[src/rtl/fts_regs.vh]
// Constants for the fan tach, stall and spin-up supervisor.
// Assumes a 25 MHz system clock and a one-cycle tach reference tick input.
`ifndef FTS_REGS_VH
`define FTS_REGS_VH
// ==========================================
// Clock and timing
// ==========================================
`define FTS_CLK_HZ 25000000
`define FTS_SPIN_MS_0 250
`define FTS_SPIN_MS_1 500
`define FTS_SPIN_MS_2 1000
`define FTS_SPIN_MS_3 2000
// ==========================================
// Reset values of configuration fields
// ==========================================
`define FTS_SPIN_LEVEL_RST 3'h6
`define FTS_SPIN_TIME_RST 2'h1
`define FTS_EDGE_SEL_RST 2'h1
`define FTS_DF_SEL_RST 2'h0
// ==========================================
// Drive levels, 8-bit full scale
// ==========================================
`define FTS_DRV_FULL 8'hFF
`define FTS_DRV_ZERO 8'h00
`define FTS_TARGET_OFF 8'hFF
// ==========================================
// Pull-up decode codes
// ==========================================
`define FTS_PU_0 3'h0
`define FTS_PU_30 3'h1
`define FTS_PU_50 3'h2
`define FTS_PU_75 3'h3
`define FTS_PU_100 3'h4
`define FTS_PU_OFF 3'h5
`endif

[src/rtl/fts_fan_super.v]
// Per-fan stall, spin-up, drive-fail and tach measurement logic.
// Assumes all inputs are synchronous to clk; ref_tick is one pulse per reference period.
// Function
// RL1: Stall when tach count exceeds valid limit
// RL2: Closed-loop stall starts spin-up automatically
// RL3: Target above limit keeps present drive
// RL4: Stall sets flag and raises interrupt
// RL5: Closed loop retries until tach valid
// RL6: Mask stall during programmed spin-up time
// RL7: Direct mode flags stall on over-limit count
// RL8: Closed-loop stall checked only at update
// RL9: Unreachable target at full drive flags fail
// RL10: Drive-fail select: off, 16, 32, 64
// RL11: Pull-up code sets default drive levels
// RL12: Reference selectable external or internal clock
// RL13: Clock-out mode drives internal clock push-pull; here the pin is driven only while pu_enable is low
// RL14: Direct drive 00h to nonzero starts spin
// RL15: Target leaving FFh below limit starts spin
// RL16: Optional full kick first quarter, then level
// RL17: Spin level codes 30% to 65%
// RL18: Spin time 250 ms to 2 s
// RL19: Failed spin-up flags and repeats attempt
// RL20: Nonzero default drive applied without spin-up
// RL21: Count reference periods over 3-9 edges
// RL22: Closed loop floors at minimum drive
// RL23: Tach counter saturates when fan stopped
`include "fts_regs.vh"
module fts_fan_super #(
   parameter CW = 16, // Tach counter width
   parameter SPIN_UNIT = `FTS_CLK_HZ / 4 // Cycles per 250 ms, a quarter second
) (
   input wire clk,
   input wire rstn,
   input wire tach_input, // Fan tach, synchronous
   input wire ref_int_tick, // Internal 32 kHz reference tick
   input wire clk_pin_in, // Clock pin level from outside
   input wire clk_ext_sel, // Use external reference on clock pin
   input wire clk_out_en, // Clock-out mode
   input wire int_osc, // Internal oscillator level
   input wire loop_en, // Closed-loop algorithm enabled
   input wire update_tick, // Update-time pulse
   input wire [7:0] direct_drive, // Direct mode drive setting
   input wire [7:0] loop_drive, // Drive from closed-loop calculation
   input wire [7:0] min_drive, // Closed-loop minimum drive
   input wire [7:0] target_count, // Target tach count, zero-extended as the low byte
   input wire [CW-1:0] valid_limit, // Valid tach count limit
   input wire [CW-1:0] band, // Drive-fail tach band
   input wire [2:0] spin_level_select,
   input wire [1:0] spin_time_select,
   input wire spin_kick_en, // Full-scale first quarter
   input wire [1:0] edge_count_select,
   input wire [1:0] drive_fail_period_select,
   input wire pu_enable, // Address decode enables pull-up default
   input wire [2:0] pu_code, // Decoded clock-pin pull-up
   input wire stall_clr, // Clear stall flag
   input wire spin_clr, // Clear spin-fail flag
   input wire df_clr, // Clear drive-fail flag
   output reg [7:0] drive_out,
   output reg [CW-1:0] tach_count,
   output reg stall_status_flag,
   output reg spin_fail_flag,
   output reg drive_fail_flags,
   output reg irq_out, // Stall interrupt
   output reg alert_out, // Drive-fail alert
   output reg spin_active,
   output reg clk_pin_out,
   output reg clk_pin_oe
);
   // ==========================================
   // Functions
   // ==========================================
   // Percent of full scale to 8-bit drive
   function [7:0] pct;
      input [6:0] p;
      reg [15:0] t;
      begin
         // Scale to 255 first so small percentages keep their precision
         t = {9'h000, p} * 16'h00FF;
         t = t / 16'h0064;
         // Quotient stays within 255 only for p up to 100, the low byte is the whole result
         pct = t[7:0];
      end
   endfunction
   // Stall compare against limit
   function over;
      input [CW-1:0] c;
      input [CW-1:0] l;
      begin
         over = (c > l);
      end
   endfunction
   // Shortest spin time; longer codes double it
   localparam [31:0] SPIN_T0 = SPIN_UNIT * (`FTS_SPIN_MS_0 / `FTS_SPIN_MS_0);
   // State codes, one-hot
   localparam [2:0] S_RUN = 3'h1;
   localparam [2:0] S_KICK = 3'h2;
   localparam [2:0] S_LEVEL = 3'h4;

   // ==========================================
   // Reference selection and clock pin
   // ==========================================
   reg ref_pin_d_r; // Previous clock-pin level
   reg tach_d_r; // Previous tach level
   // Rising edge of an outside clock on the pin; ignored while we drive it
   wire ext_tick = clk_ext_sel & ~clk_out_en & clk_pin_in & ~ref_pin_d_r;
   // RL12: reference source select
   wire ref_tick = (clk_ext_sel & ~clk_out_en) ? ext_tick : ref_int_tick;
   // RL13: push-pull clock out
   always @(posedge clk or negedge rstn) begin
      if (!rstn) begin
         clk_pin_out <= 1'b0;
         clk_pin_oe <= 1'b0;
         // Pin idles high on its pull-up, so no false edge after reset
         ref_pin_d_r <= 1'b1;
      end else begin
         clk_pin_out <= clk_out_en & int_osc;
         // Pin is a strap input when the pull-up decode owns it
         clk_pin_oe <= clk_out_en & ~pu_enable;
         ref_pin_d_r <= clk_pin_in;
      end
   end

   // ==========================================
   // Tach measurement
   // ==========================================
   reg [CW-1:0] cnt_r; // Reference periods in window
   reg [3:0] edge_r; // Edges seen in window
   wire tach_edge = tach_input ^ tach_d_r;
   // RL21: edges per window 3,5,7,9
   wire [3:0] edge_need = {1'b0, edge_count_select, 1'b0} + 4'h3;
   wire cnt_max = &cnt_r;
   // Count including a tick that lands on an edge cycle, held at the ceiling
   wire [CW-1:0] cnt_sum = cnt_r + {{(CW-1){1'b0}}, ref_tick & ~cnt_max};

   // Count periods between first and last edge
   always @(posedge clk or negedge rstn) begin
      if (!rstn) begin
         // Tach idles high on its pull-up
         tach_d_r <= 1'b1;
         cnt_r <= {CW{1'b0}};
         edge_r <= 4'h0;
         tach_count <= {CW{1'b1}};
      end else begin
         tach_d_r <= tach_input;
         if (tach_edge) begin
            if (edge_r == 4'h0) begin
               // First edge opens the window
               edge_r <= 4'h1;
               cnt_r <= {CW{1'b0}};
            end else if (edge_r + 4'h1 >= edge_need) begin
               // Window complete, publish and restart
               // A tick on this edge still belongs to the closing window
               tach_count <= cnt_sum;
               edge_r <= 4'h1;
               cnt_r <= {CW{1'b0}};
            end else begin
               // Middle edge, keep counting without losing a tick
               edge_r <= edge_r + 4'h1;
               cnt_r <= cnt_sum;
            end
         end else if (ref_tick && !cnt_max) begin
            cnt_r <= cnt_r + {{(CW-1){1'b0}}, 1'b1};
         end else if (cnt_max) begin
            // RL23: saturate on stopped fan
            tach_count <= {CW{1'b1}};
            edge_r <= 4'h0;
         end
      end
   end

   // ==========================================
   // Spin-up sequencer
   // ==========================================
   reg [2:0] st_r; // Sequencer state
   reg [31:0] tmr_r; // Spin time counter
   reg [7:0] dd_d_r; // Previous direct drive
   reg [7:0] tgt_d_r; // Previous target
   reg pu_done_r; // Power-up default taken
   reg [7:0] pu_drv_r; // Power-up default drive
   wire [31:0] total = SPIN_T0 << spin_time_select; // RL18: 250 ms doubling
   wire [31:0] quarter = total >> 2;
   wire tach_bad = over(tach_count, valid_limit);
   // RL14: direct zero to nonzero
   wire dir_start = ~loop_en & (dd_d_r == `FTS_DRV_ZERO) & (direct_drive != `FTS_DRV_ZERO);
   // RL15: target leaves off value
   wire tgt_start = loop_en & (tgt_d_r == `FTS_TARGET_OFF) & (target_count != `FTS_TARGET_OFF) &
                    ({{(CW-8){1'b0}}, target_count} < valid_limit);
   // RL2: closed-loop stall at update
   wire loop_stall = loop_en & update_tick & tach_bad;
   // Starts only from idle; requests while spinning are refused
   wire start = (st_r == S_RUN) & (dir_start | tgt_start | loop_stall);
   // Last cycle of the programmed spin time
   wire spin_end = (st_r != S_RUN) & (tmr_r >= total - 32'h1);
   // RL17: 30% plus 5% per code
   wire [7:0] lvl = pct({4'h0, spin_level_select} * 7'h05 + 7'h1E);
   // Sequencer state machine
   always @(posedge clk or negedge rstn) begin
      if (!rstn) begin
         st_r <= S_RUN;
         tmr_r <= 32'h0;
         dd_d_r <= `FTS_DRV_ZERO;
         tgt_d_r <= `FTS_TARGET_OFF;
      end else begin
         dd_d_r <= direct_drive;
         tgt_d_r <= target_count;
         case (st_r)
            S_RUN: begin
               tmr_r <= 32'h0;
               // Take a start request, kick first if asked
               if (start) begin
                  st_r <= spin_kick_en ? S_KICK : S_LEVEL;
               end
            end
            S_KICK: begin
               tmr_r <= tmr_r + 32'h1;
               // RL16: kick for first quarter
               if (tmr_r >= quarter - 32'h1) begin
                  st_r <= S_LEVEL;
               end
            end
            S_LEVEL: begin
               tmr_r <= tmr_r + 32'h1;
               if (spin_end) begin
                  // RL19: retry on failed spin
                  // RL5: retry while loop enabled
                  if (tach_bad && (loop_en || direct_drive != `FTS_DRV_ZERO)) begin
                     st_r <= spin_kick_en ? S_KICK : S_LEVEL;
                     tmr_r <= 32'h0;
                  end else begin
                     // Fan turning or drive withdrawn, spin-up done
                     st_r <= S_RUN;
                  end
               end
            end
            default: begin
               // Unknown code falls back to idle
               st_r <= S_RUN;
            end
         endcase
      end
   end

   // ==========================================
   // Power-up default drive
   // ==========================================
   // RL11: pull-up decode table
   always @(posedge clk or negedge rstn) begin
      if (!rstn) begin
         pu_done_r <= 1'b0;
         pu_drv_r <= `FTS_DRV_ZERO;
      end else begin
         if (!pu_done_r) begin
            // Strap is read once, on the first edge after reset
            pu_done_r <= 1'b1;
            case (pu_code)
               `FTS_PU_30: pu_drv_r <= pu_enable ? pct(7'h1E) : `FTS_DRV_ZERO;
               `FTS_PU_50: pu_drv_r <= pu_enable ? pct(7'h32) : `FTS_DRV_ZERO;
               `FTS_PU_75: pu_drv_r <= pu_enable ? pct(7'h4B) : `FTS_DRV_ZERO;
               `FTS_PU_100: pu_drv_r <= pu_enable ? `FTS_DRV_FULL : `FTS_DRV_ZERO;
               // Off codes, and no strap at all
               default: pu_drv_r <= `FTS_DRV_ZERO;
            endcase
         end else if (loop_en || direct_drive != `FTS_DRV_ZERO) begin
            // Software takes over from the default
            pu_drv_r <= `FTS_DRV_ZERO;
         end
      end
   end

   // ==========================================
   // Drive output
   // ==========================================
   reg [7:0] drv_nxt;
   // Drive selection
   always @* begin
      drv_nxt = direct_drive;
      if (st_r == S_KICK) begin
         drv_nxt = `FTS_DRV_FULL;
      end else if (st_r == S_LEVEL) begin
         drv_nxt = lvl;
      end else if (loop_en) begin
         // RL3: ignore target over limit
         if ({{(CW-8){1'b0}}, target_count} > valid_limit) begin
            drv_nxt = drive_out;
         end else if (target_count == `FTS_TARGET_OFF) begin
            drv_nxt = `FTS_DRV_ZERO;
         end else if (loop_drive < min_drive) begin
            // RL22: minimum drive floor
            drv_nxt = min_drive;
         end else begin
            drv_nxt = loop_drive;
         end
      end else if (pu_drv_r != `FTS_DRV_ZERO) begin
         // RL20: default applied, no spin-up
         drv_nxt = pu_drv_r;
      end
   end
   // Registered drive and spin indicator
   always @(posedge clk or negedge rstn) begin
      if (!rstn) begin
         drive_out <= `FTS_DRV_ZERO;
         spin_active <= 1'b0;
      end else begin
         drive_out <= drv_nxt;
         // Rises with the start edge, trails the sequencer by one cycle
         spin_active <= (st_r != S_RUN) | start;
      end
   end

   // ==========================================
   // Status flags
   // ==========================================
   reg [6:0] df_cnt_r; // Update periods at full drive out of band
   wire [6:0] df_need = 7'h08 << drive_fail_period_select; // RL10: 16/32/64
   // RL6: mask during spin-up
   wire masked = (st_r != S_RUN);
   // RL1: over-limit count is a stall
   // RL7: direct mode continuous check
   // RL8: loop mode checked at update
   wire stall_ev = ~masked & tach_bad & (loop_en ? update_tick : 1'b1);
   // At full drive yet slower than target plus band
   wire df_cond = loop_en & (drive_out == `FTS_DRV_FULL) &
                  (tach_count > {{(CW-8){1'b0}}, target_count} + band);
   // Sticky flags, set beats clear
   always @(posedge clk or negedge rstn) begin
      if (!rstn) begin
         stall_status_flag <= 1'b0;
         spin_fail_flag <= 1'b0;
         drive_fail_flags <= 1'b0;
         irq_out <= 1'b0;
         alert_out <= 1'b0;
         df_cnt_r <= 7'h00;
      end else begin
         // RL4: flag and interrupt
         stall_status_flag <= stall_ev | (stall_status_flag & ~stall_clr);
         irq_out <= stall_ev | (stall_status_flag & ~stall_clr);
         // Spin fail on a slow tach at the end of a spin
         spin_fail_flag <= (spin_end & tach_bad) | (spin_fail_flag & ~spin_clr);
         // RL9: drive-fail after period
         if (drive_fail_period_select == 2'h0 || !df_cond) begin
            df_cnt_r <= 7'h00;
         end else if (update_tick && df_cnt_r < df_need) begin
            df_cnt_r <= df_cnt_r + 7'h01;
         end
         // Counter full and detection enabled
         drive_fail_flags <= (df_cnt_r >= df_need && df_need != 7'h08) | (drive_fail_flags & ~df_clr);
         alert_out <= (df_cnt_r >= df_need && df_need != 7'h08) | (drive_fail_flags & ~df_clr);
      end
   end
endmodule // fts_fan_super

[config.mk]
export PLATFORM = sky130hd
export DESIGN_NAME = fts_fan_super
export DESIGN_NICKNAME = d
export VERILOG_FILES = /design/src/rtl/fts_fan_super.v
export VERILOG_INCLUDE_DIRS = /design/src /design/src/rtl
export SDC_FILE = /design/constraint.sdc
export NUM_CORES = 1
export LEC_CHECK = 0
export BUFFER_PORTS_ARGS = -buffer_cell sky130_fd_sc_hd__buf_2
export CAP_MARGIN = 20
export CORE_ASPECT_RATIO = 2
export CORE_MARGIN = 2
export CORE_UTILIZATION = 45
export DETAILED_ROUTE_END_ITERATION = 10
export HOLD_SLACK_MARGIN = 0.03
export PLACE_DENSITY_LB_ADDON = 0.12
export SYNTH_ARGS = -nofsm -noshare
export SYNTH_HDL_FRONTEND = slang
export SYNTH_SLANG_ARGS = --single-unit
[constraint.sdc]
create_clock -name clk -period 5.9 [get_ports clk]
set_input_delay 0.885 -clock clk [delete_from_list [all_inputs] [get_ports clk]]
set_output_delay 0.885 -clock clk [all_outputs]
set_load 0.02 [all_outputs]
=== Word-level counts from Yosys, hierarchy flattened ===
Cells that the tools add are included.

* Add/sub/neg operators: 10
* Multiply operators: 2
* Divide/modulo/power cells: 1
* Magnitude comparators: 10
* Eq/ne operators: 21
* Shift operators: 2
* Multiplexer cells: 41
* Bitwise gates (word level): 39
* Reduce and logical (&&, ||, !) cells: 21

{| class="wikitable"
|+ Operator list
! kind !! number
|-
| $mux 16 || 9
|-
| $pmux 32 s3 || 1
|-
| $mux 8 || 11
|-
| $ge 32x32->1 || 2
|-
| $mux 32 || 2
|-
| $add 32x1->32 const B || 1
|-
| $gt 16x16->1 || 2
|-
| $pmux 8 s4 || 1
|-
| $shl 23x2->32 const A || 1
|-
| $sub 32x1->32 const B || 1
|-
| $sub 30x1->31 const B || 1
|-
| $mux 7 || 4
|-
| $eq 8x8->1 const B || 3
|-
| $and 1x1->1 || 23
|-
| $mux 4 || 5
|-
| $add 16x1->16 || 1
|-
| $add 16x1->16 const B || 1
|-
| $add 8x16->16 || 1
|-
| $div 15x7->16 const B || 1
|-
| $gt 8x16->1 || 1
|-
| $lt 8x16->1 || 1
|-
| $reduce_and 16->1 || 1
|-
| $reduce_bool 8->1 || 2
|-
| $mul 7x8->15 const B || 1
|-
| 36 further kinds || 70
|}

* Flip-flop bits (word level): 119
* Input bits: 91
* Output and inout bits: 32
* Word-level logic and storage cells: 166

=== Longest topological paths before layout ===
* Word-level depth: 10
* Depth in mapped cells: 48
* Mapped depth without buffers: 41

=== Worst setup path after synthesis ===
Ideal clock, no wire load.

* Path kind: input to register
* Start point: input spin_level_select[0]
* End point: register drive_out[1]
* Library setup time: 0.125 ns
* Arrival: 10.800 ns
* Required time: 5.775 ns
* Setup slack: -5.025 ns
* Cell stages on the path: 41
* Path buffers: 3
* Cell sequence: inv_1 ha_1 ha_1 maj3_1 a21oi_1 xor2_1 inv_1 fa_1 inv_1 fa_1 fa_1 inv_1 fa_1 inv_1 ha_1 o211ai_1 a21o_1 a211o_1 [... 5 more ...] or4_1 a31oi_1 a2bb2oi_2 a21o_1 buf_2 a221oi_1 a221o_1 nor3_2 mux2i_1 nand4_4 a211oi_4 nand4_2 buf_6 xnor2_1 o21a_1 a2111oi_4 a21oi_1 mux2_2

* Word-level cells in the longest chain between the ends: 6

{| class="wikitable"
|+ RTL lines
! item !! RTL line !! source
|-
| start: declaration || fts_fan_super.v:48 || <nowiki>input wire [2:0] spin_level_select,</nowiki>
|-
| $mul 3x3->6 || fts_fan_super.v:195 || <nowiki>wire [7:0] lvl = pct({4'h0, spin_level_select} * 7'h05 + 7'h1E);</nowiki>
|-
| $add 6x5->7 || fts_fan_super.v:195 ||
|-
| $mul 7x8->15 || fts_fan_super.v:78 || <nowiki>t = {9'h000, p} * 16'h00FF;</nowiki>
|-
| $div 15x7->16 || fts_fan_super.v:79 || <nowiki>t = t / 16'h0064;</nowiki>
|-
| $mux 8 || fts_fan_super.v:279 || <nowiki>end else if (st_r == S_LEVEL) begin</nowiki>
|-
| $mux 8 || fts_fan_super.v:277 || <nowiki>if (st_r == S_KICK) begin</nowiki>
|-
| end signal: assignment || fts_fan_super.v:301 || <nowiki>drive_out <= `FTS_DRV_ZERO;</nowiki>
|-
| end signal: assignment || fts_fan_super.v:304 || <nowiki>drive_out <= drv_nxt;</nowiki>
|-
| end: declaration || fts_fan_super.v:58 || <nowiki>output reg [7:0] drive_out,</nowiki>
|}

Every way passes these cells.
A chain may end at the register's enable or synchronous reset.

=== Final worst setup path ===
* Start point: input spin_level_select[1]
* End point: register drive_out[1]

The elaborated chain is that of the path after synthesis.

==> impl.org <==
** Global routing
- Entering global routing, the biggest net connects about 70 pins.
- The via count of the first global-routing pass came to about 14000.
- First-pass GRT wire length :: between 60 and 70 mm
- Total track usage :: slightly below 30%
- Aggregate global routing overflow :: 0
- Initial antenna violation count :: 0

** Die
- The die covers slightly below 30000 um2.
- Number of top-level pins :: about 120
- The initial utilization of the core area, before any placement, comes to a little under half.
- The floorplan step set the die width to around 120 um.
- In this run the vertical extent of the chip is 241 um.
- The core region is about 28000 um2.
- The floorplan has 86 rows.

** STA
- Worst Clk Skew :: ~0.012 ns
- Setup violations remaining at the end of the flow were counted as 8.
- Fmax achieved :: ~98 MHz
- Tightest slew margin relative to the limit :: 27.1%
- Count of final max-slew check failures :: 0
- At the pin with the least slew margin, the transition time is 1.09 ns.
- Post-route clock period utilization :: 173%
- Hold is met by ~0.50 ns.
- RSZ-0062 raised after global routing :: true
- Across all setup checks in the final design, the least slack found is -4.30 ns.
- The number of endpoints with negative hold slack in the final report was 0.
- The routed design could run at a clock period as short as between 10 and 15 ns.

** Clock tree
- Number of sinks on the clock net :: between 100 and 150
- Clock slew at reported path FFs :: about 0.060 ns
- Hold repair after CTS inserted 0 buffers.
- Counting along the longest clock path gives a buffer depth of 2.
- The H-tree was split into 4 levels.
- TritonCTS built the clock tree.
- In this run, CTS created clock tree buffers numbering 17.
- Root cell of the clock tree :: sky130_fd_sc_hd__clkbuf_16
- The clock reaches the later pin of the worst-skew pair after approximately 0.44 ns.

** Setup path
- Counting cells, the worst reg-to-reg path comes to 24.
- The worst setup path is captured at a register.
- Critical Path Fanout Max :: 6
- Startpoint Class :: primary input
- Arrival time reported for the critical path endpoint :: 10.52 ns
- CP Data Required Time :: 6.22 ns
- The critical path contains buffers and inverters numbering 10 combined.
- R2R Path End :: tmr_r[29]$_DFFE_PN0P_
- Critical Path Slowest Stage Cell :: sky130_fd_sc_hd__fa_2
- The worst register-to-register path has a setup slack of between 0.8 and 0.9 ns.
- In this run the critical register-to-register path is launched from tmr_r[4]$_DFFE_PN0P_.
- Max stage delay on crit path :: between 0.5 and 0.6 ns
- Cell type group with the largest total delay on the critical path :: compound AO/OA/AOI/OAI gates
- The critical path in this run is classified as in2reg.

** Run status
- The final reports fail on setup timing.
- Outcome :: finished, violations left

** Synth
- Most area-consuming cells after synthesis :: sky130_fd_sc_hd__dfrtp_1, sky130_fd_sc_hd__ha_1, sky130_fd_sc_hd__o21ai_0
- Sequential cells were found to cover about 23% of the synthesized design area.
- Ys flop type :: sky130_fd_sc_hd__dfrtp_1
- Avg Cell Area, Syn :: between 8 and 9 um2
- In the synthesized netlist, the number of instances is 1525.
- Of the post-synthesis cell area, the dominant cell type holds between 10% and 20%.
- After synthesis, the share of flip-flops with an asynchronous set or reset is 100%.
- The synthesized netlist contains between 100 and 150 unique library cells.
- In this run, synthesis inferred 0 flip-flops with an integrated enable.
- Yosys printed 0 warnings.
- The synthesized netlist occupies a cell area of approximately 13000 um2.
- Synthesis-stage register bit count :: 115
- Of all cell types, the one taking the most synthesized area is sky130_fd_sc_hd__dfrtp_1.

** Placed design
- Input and output buffers added on the ports amount to between 100 and 150.
- Routability cong. :: 0.906
- Summed over all nets, the half-perimeter wirelength after detailed placement is between 30 and 40 mm.

** Finish
- After filler insertion, the fill cell instance count of the layout stands at between 2000 and 2500.
- Register cell area after layout :: roughly 2900 um2
- Most common library cell in the layout ignoring fill and taps :: sky130_fd_sc_hd__buf_4
- Area of the multi-input gates :: 9880 um2
- From synthesis to final layout, the design area changed by 35.3%.
- Antenna diode count :: 0
- Cells with a size suffix above 1 make up between 30 and 40% of the layout.
- Leading cell types in the layout, fill and taps excluded :: sky130_fd_sc_hd__buf_4, sky130_fd_sc_hd__ha_1, sky130_fd_sc_hd__o21ai_0
- Layout Nets :: between 2000 and 2500

** Route
- Final routed wire length divided by cell count :: 18.6 um
- Antenna violation net count after detailed routing :: 0
- Number of DRC violations after detailed-routing iteration 0 :: between 500 and 600
- Number of vias in the routed layout :: ~13000
- The first TritonRoute pass finished after 5 iterations.
- For this run, design rule violations remaining after detail routing come to 0.
- In the routed layout, each cell is associated on average with a via count of slightly below 6.
- For this block, the routed nets add up to 42.3 mm of wire.

** Run
- Max-cap violations in this run came to 0.

** Min path
- Counting instances, the worst hold path has a depth of 2.
- In this run the most critical hold path is launched from drive_out[6]$_DFFE_PN0P_.
- Endpoint of the worst hold-timing path :: drive_out[6]$_DFFE_PN0P_
- Worst hold path class :: reg2reg
## metrics by stage
| step | area [um2] | setup TNS [ns] | instances | util (%) | worst slack, ns |
|---|---|---|---|---|---|
| 2_1_floorplan | 12800 | -22.24 | 1528 | - | -4.53 |
| 3_3_place_gp | 15500 | -28.06 | 2200 | 56.1 | -5.20 |
| 3_5_place_dp | 15500 | -29.08 | 2201 | 56.1 | -5.29 |
| 4_1_cts | 16900 | -21.14 | 2269 | 61.1 | -4.23 |
| 5_1_grt | 17100 | -24.74 | 2280 | 61.9 | -4.75 |
| 6_report | 17100 | -21.96 | 2280 | 61.9 | -4.30 |
## logic make-up (layout without fill, tap and decap cells)
logic type               Yosys count  count (layout)  share of synthesized area [%]
AO/OA/AOI/OAI                    497             498                           26.4
AND/OR/NAND/NOR                  478             479                           19.3
adder cells (fa/ha/maj)          178             178                           18.7
buffers and inverters            151             549                           4.93
flip-flops                       115             115                           23.0
XOR/XNOR                          74              74                           5.24
multiplexers                      30              30                           2.48
other                              2               5                         0.0594
## registers in the layout, summed over array words and instances (netlist names), 7 cells and up
register    count
tmr_r          32
cnt_r          16
tach_count     16
dd_d_r          8
drive_out       8
tgt_d_r         8
df_cnt_r        7
## worst reg2reg max path, stage by stage, from the launching register on
cell,delay (ns)
sky130_fd_sc_hd__dfrtp_1,0.45
sky130_fd_sc_hd__ha_1,0.33
sky130_fd_sc_hd__a41o_1,0.24
sky130_fd_sc_hd__a21o_1,0.17
sky130_fd_sc_hd__a211o_1,0.28
sky130_fd_sc_hd__a21o_1,0.18
sky130_fd_sc_hd__a21o_1,0.17
sky130_fd_sc_hd__a21o_1,0.16
sky130_fd_sc_hd__a21o_1,0.16
sky130_fd_sc_hd__a21o_1,0.17
sky130_fd_sc_hd__a21o_1,0.17
sky130_fd_sc_hd__a21o_1,0.17
sky130_fd_sc_hd__a21o_1,0.18
sky130_fd_sc_hd__a21o_1,0.19
sky130_fd_sc_hd__a21o_1,0.18
sky130_fd_sc_hd__a21o_1,0.17
sky130_fd_sc_hd__a21oi_1,0.15
sky130_fd_sc_hd__o21bai_1,0.08
sky130_fd_sc_hd__a21o_1,0.18
sky130_fd_sc_hd__a21oi_1,0.16
sky130_fd_sc_hd__o21ai_0,0.17
sky130_fd_sc_hd__a21oi_2,0.19
sky130_fd_sc_hd__nor2_2,0.09
sky130_fd_sc_hd__buf_4,0.19
sky130_fd_sc_hd__o41ai_1,0.36
## routing by layer
layer  vias up  global-route usage [%]  routed length (um)
met2       351                    57.1               23800
met4         0                    22.6                3350
met5         -                       0                   0
met3       185                    3.47                1190
li1       6333                       -                   -
met1      6337                    25.3               14000
## timing repair
item,CTS,global route
buffers inserted,36,12
pin swaps,40,26
setup endpoints to repair,8,8
gates resized for setup,117,25
gates cloned,2,0
## worst max-delay path by stage
| stage | startpoint | to | slack (ns) | cells past startpoint |
|---|---|---|---|---|
| 2_1_floorplan | spin_level_select[0] | drive_out[1]$_DFFE_PN0P_ | -4.53 | 40 |
| 3_5_place_dp | spin_level_select[0] | drive_out[1]$_DFFE_PN0P_ | -5.29 | 42 |
| 6_report | spin_level_select[1] | drive_out[1]$_DFFE_PN0P_ | -4.30 | 43 |
| 4_1_cts | spin_level_select[0] | drive_out[1]$_DFFE_PN0P_ | -4.23 | 43 |
| 5_1_grt | spin_level_select[1] | drive_out[1]$_DFFE_PN0P_ | -4.75 | 45 |
| 3_3_place_gp | spin_level_select[0] | drive_out[1]$_DFFE_PN0P_ | -5.20 | 44 |
## Yosys cell counts, types with 18 or more instances
cell and instances:
sky130_fd_sc_hd__and3_1 29, sky130_fd_sc_hd__a21o_1 42, sky130_fd_sc_hd__fa_1 18, sky130_fd_sc_hd__nor2b_1 25, sky130_fd_sc_hd__xor2_1 28, sky130_fd_sc_hd__inv_1 98, sky130_fd_sc_hd__nand2_1 110, sky130_fd_sc_hd__a21oi_1 93
sky130_fd_sc_hd__mux2i_1 24, sky130_fd_sc_hd__nand2b_1 22, sky130_fd_sc_hd__nor2_1 132, sky130_fd_sc_hd__nand3_1 39, sky130_fd_sc_hd__nand4_1 26, sky130_fd_sc_hd__ha_1 158, sky130_fd_sc_hd__dfrtp_1 88, sky130_fd_sc_hd__xnor2_1 44
sky130_fd_sc_hd__o21ai_0 165, sky130_fd_sc_hd__dfstp_2 27, sky130_fd_sc_hd__clkbuf_1 33
## cell type report
type | count | share of cell area (%)
well taps | 352 | 2.57
repair buffers | 418 | 17.0
clock inverters | 13 | 0.870
flip-flops and latches | 115 | 17.0
multi-input cells | 1264 | 57.8
clock buffers | 19 | 2.53
inverters | 99 | 2.19
Power is not shown: default switching activity piles up to over one toggle a cycle in this logic, so the estimate is an artifact.
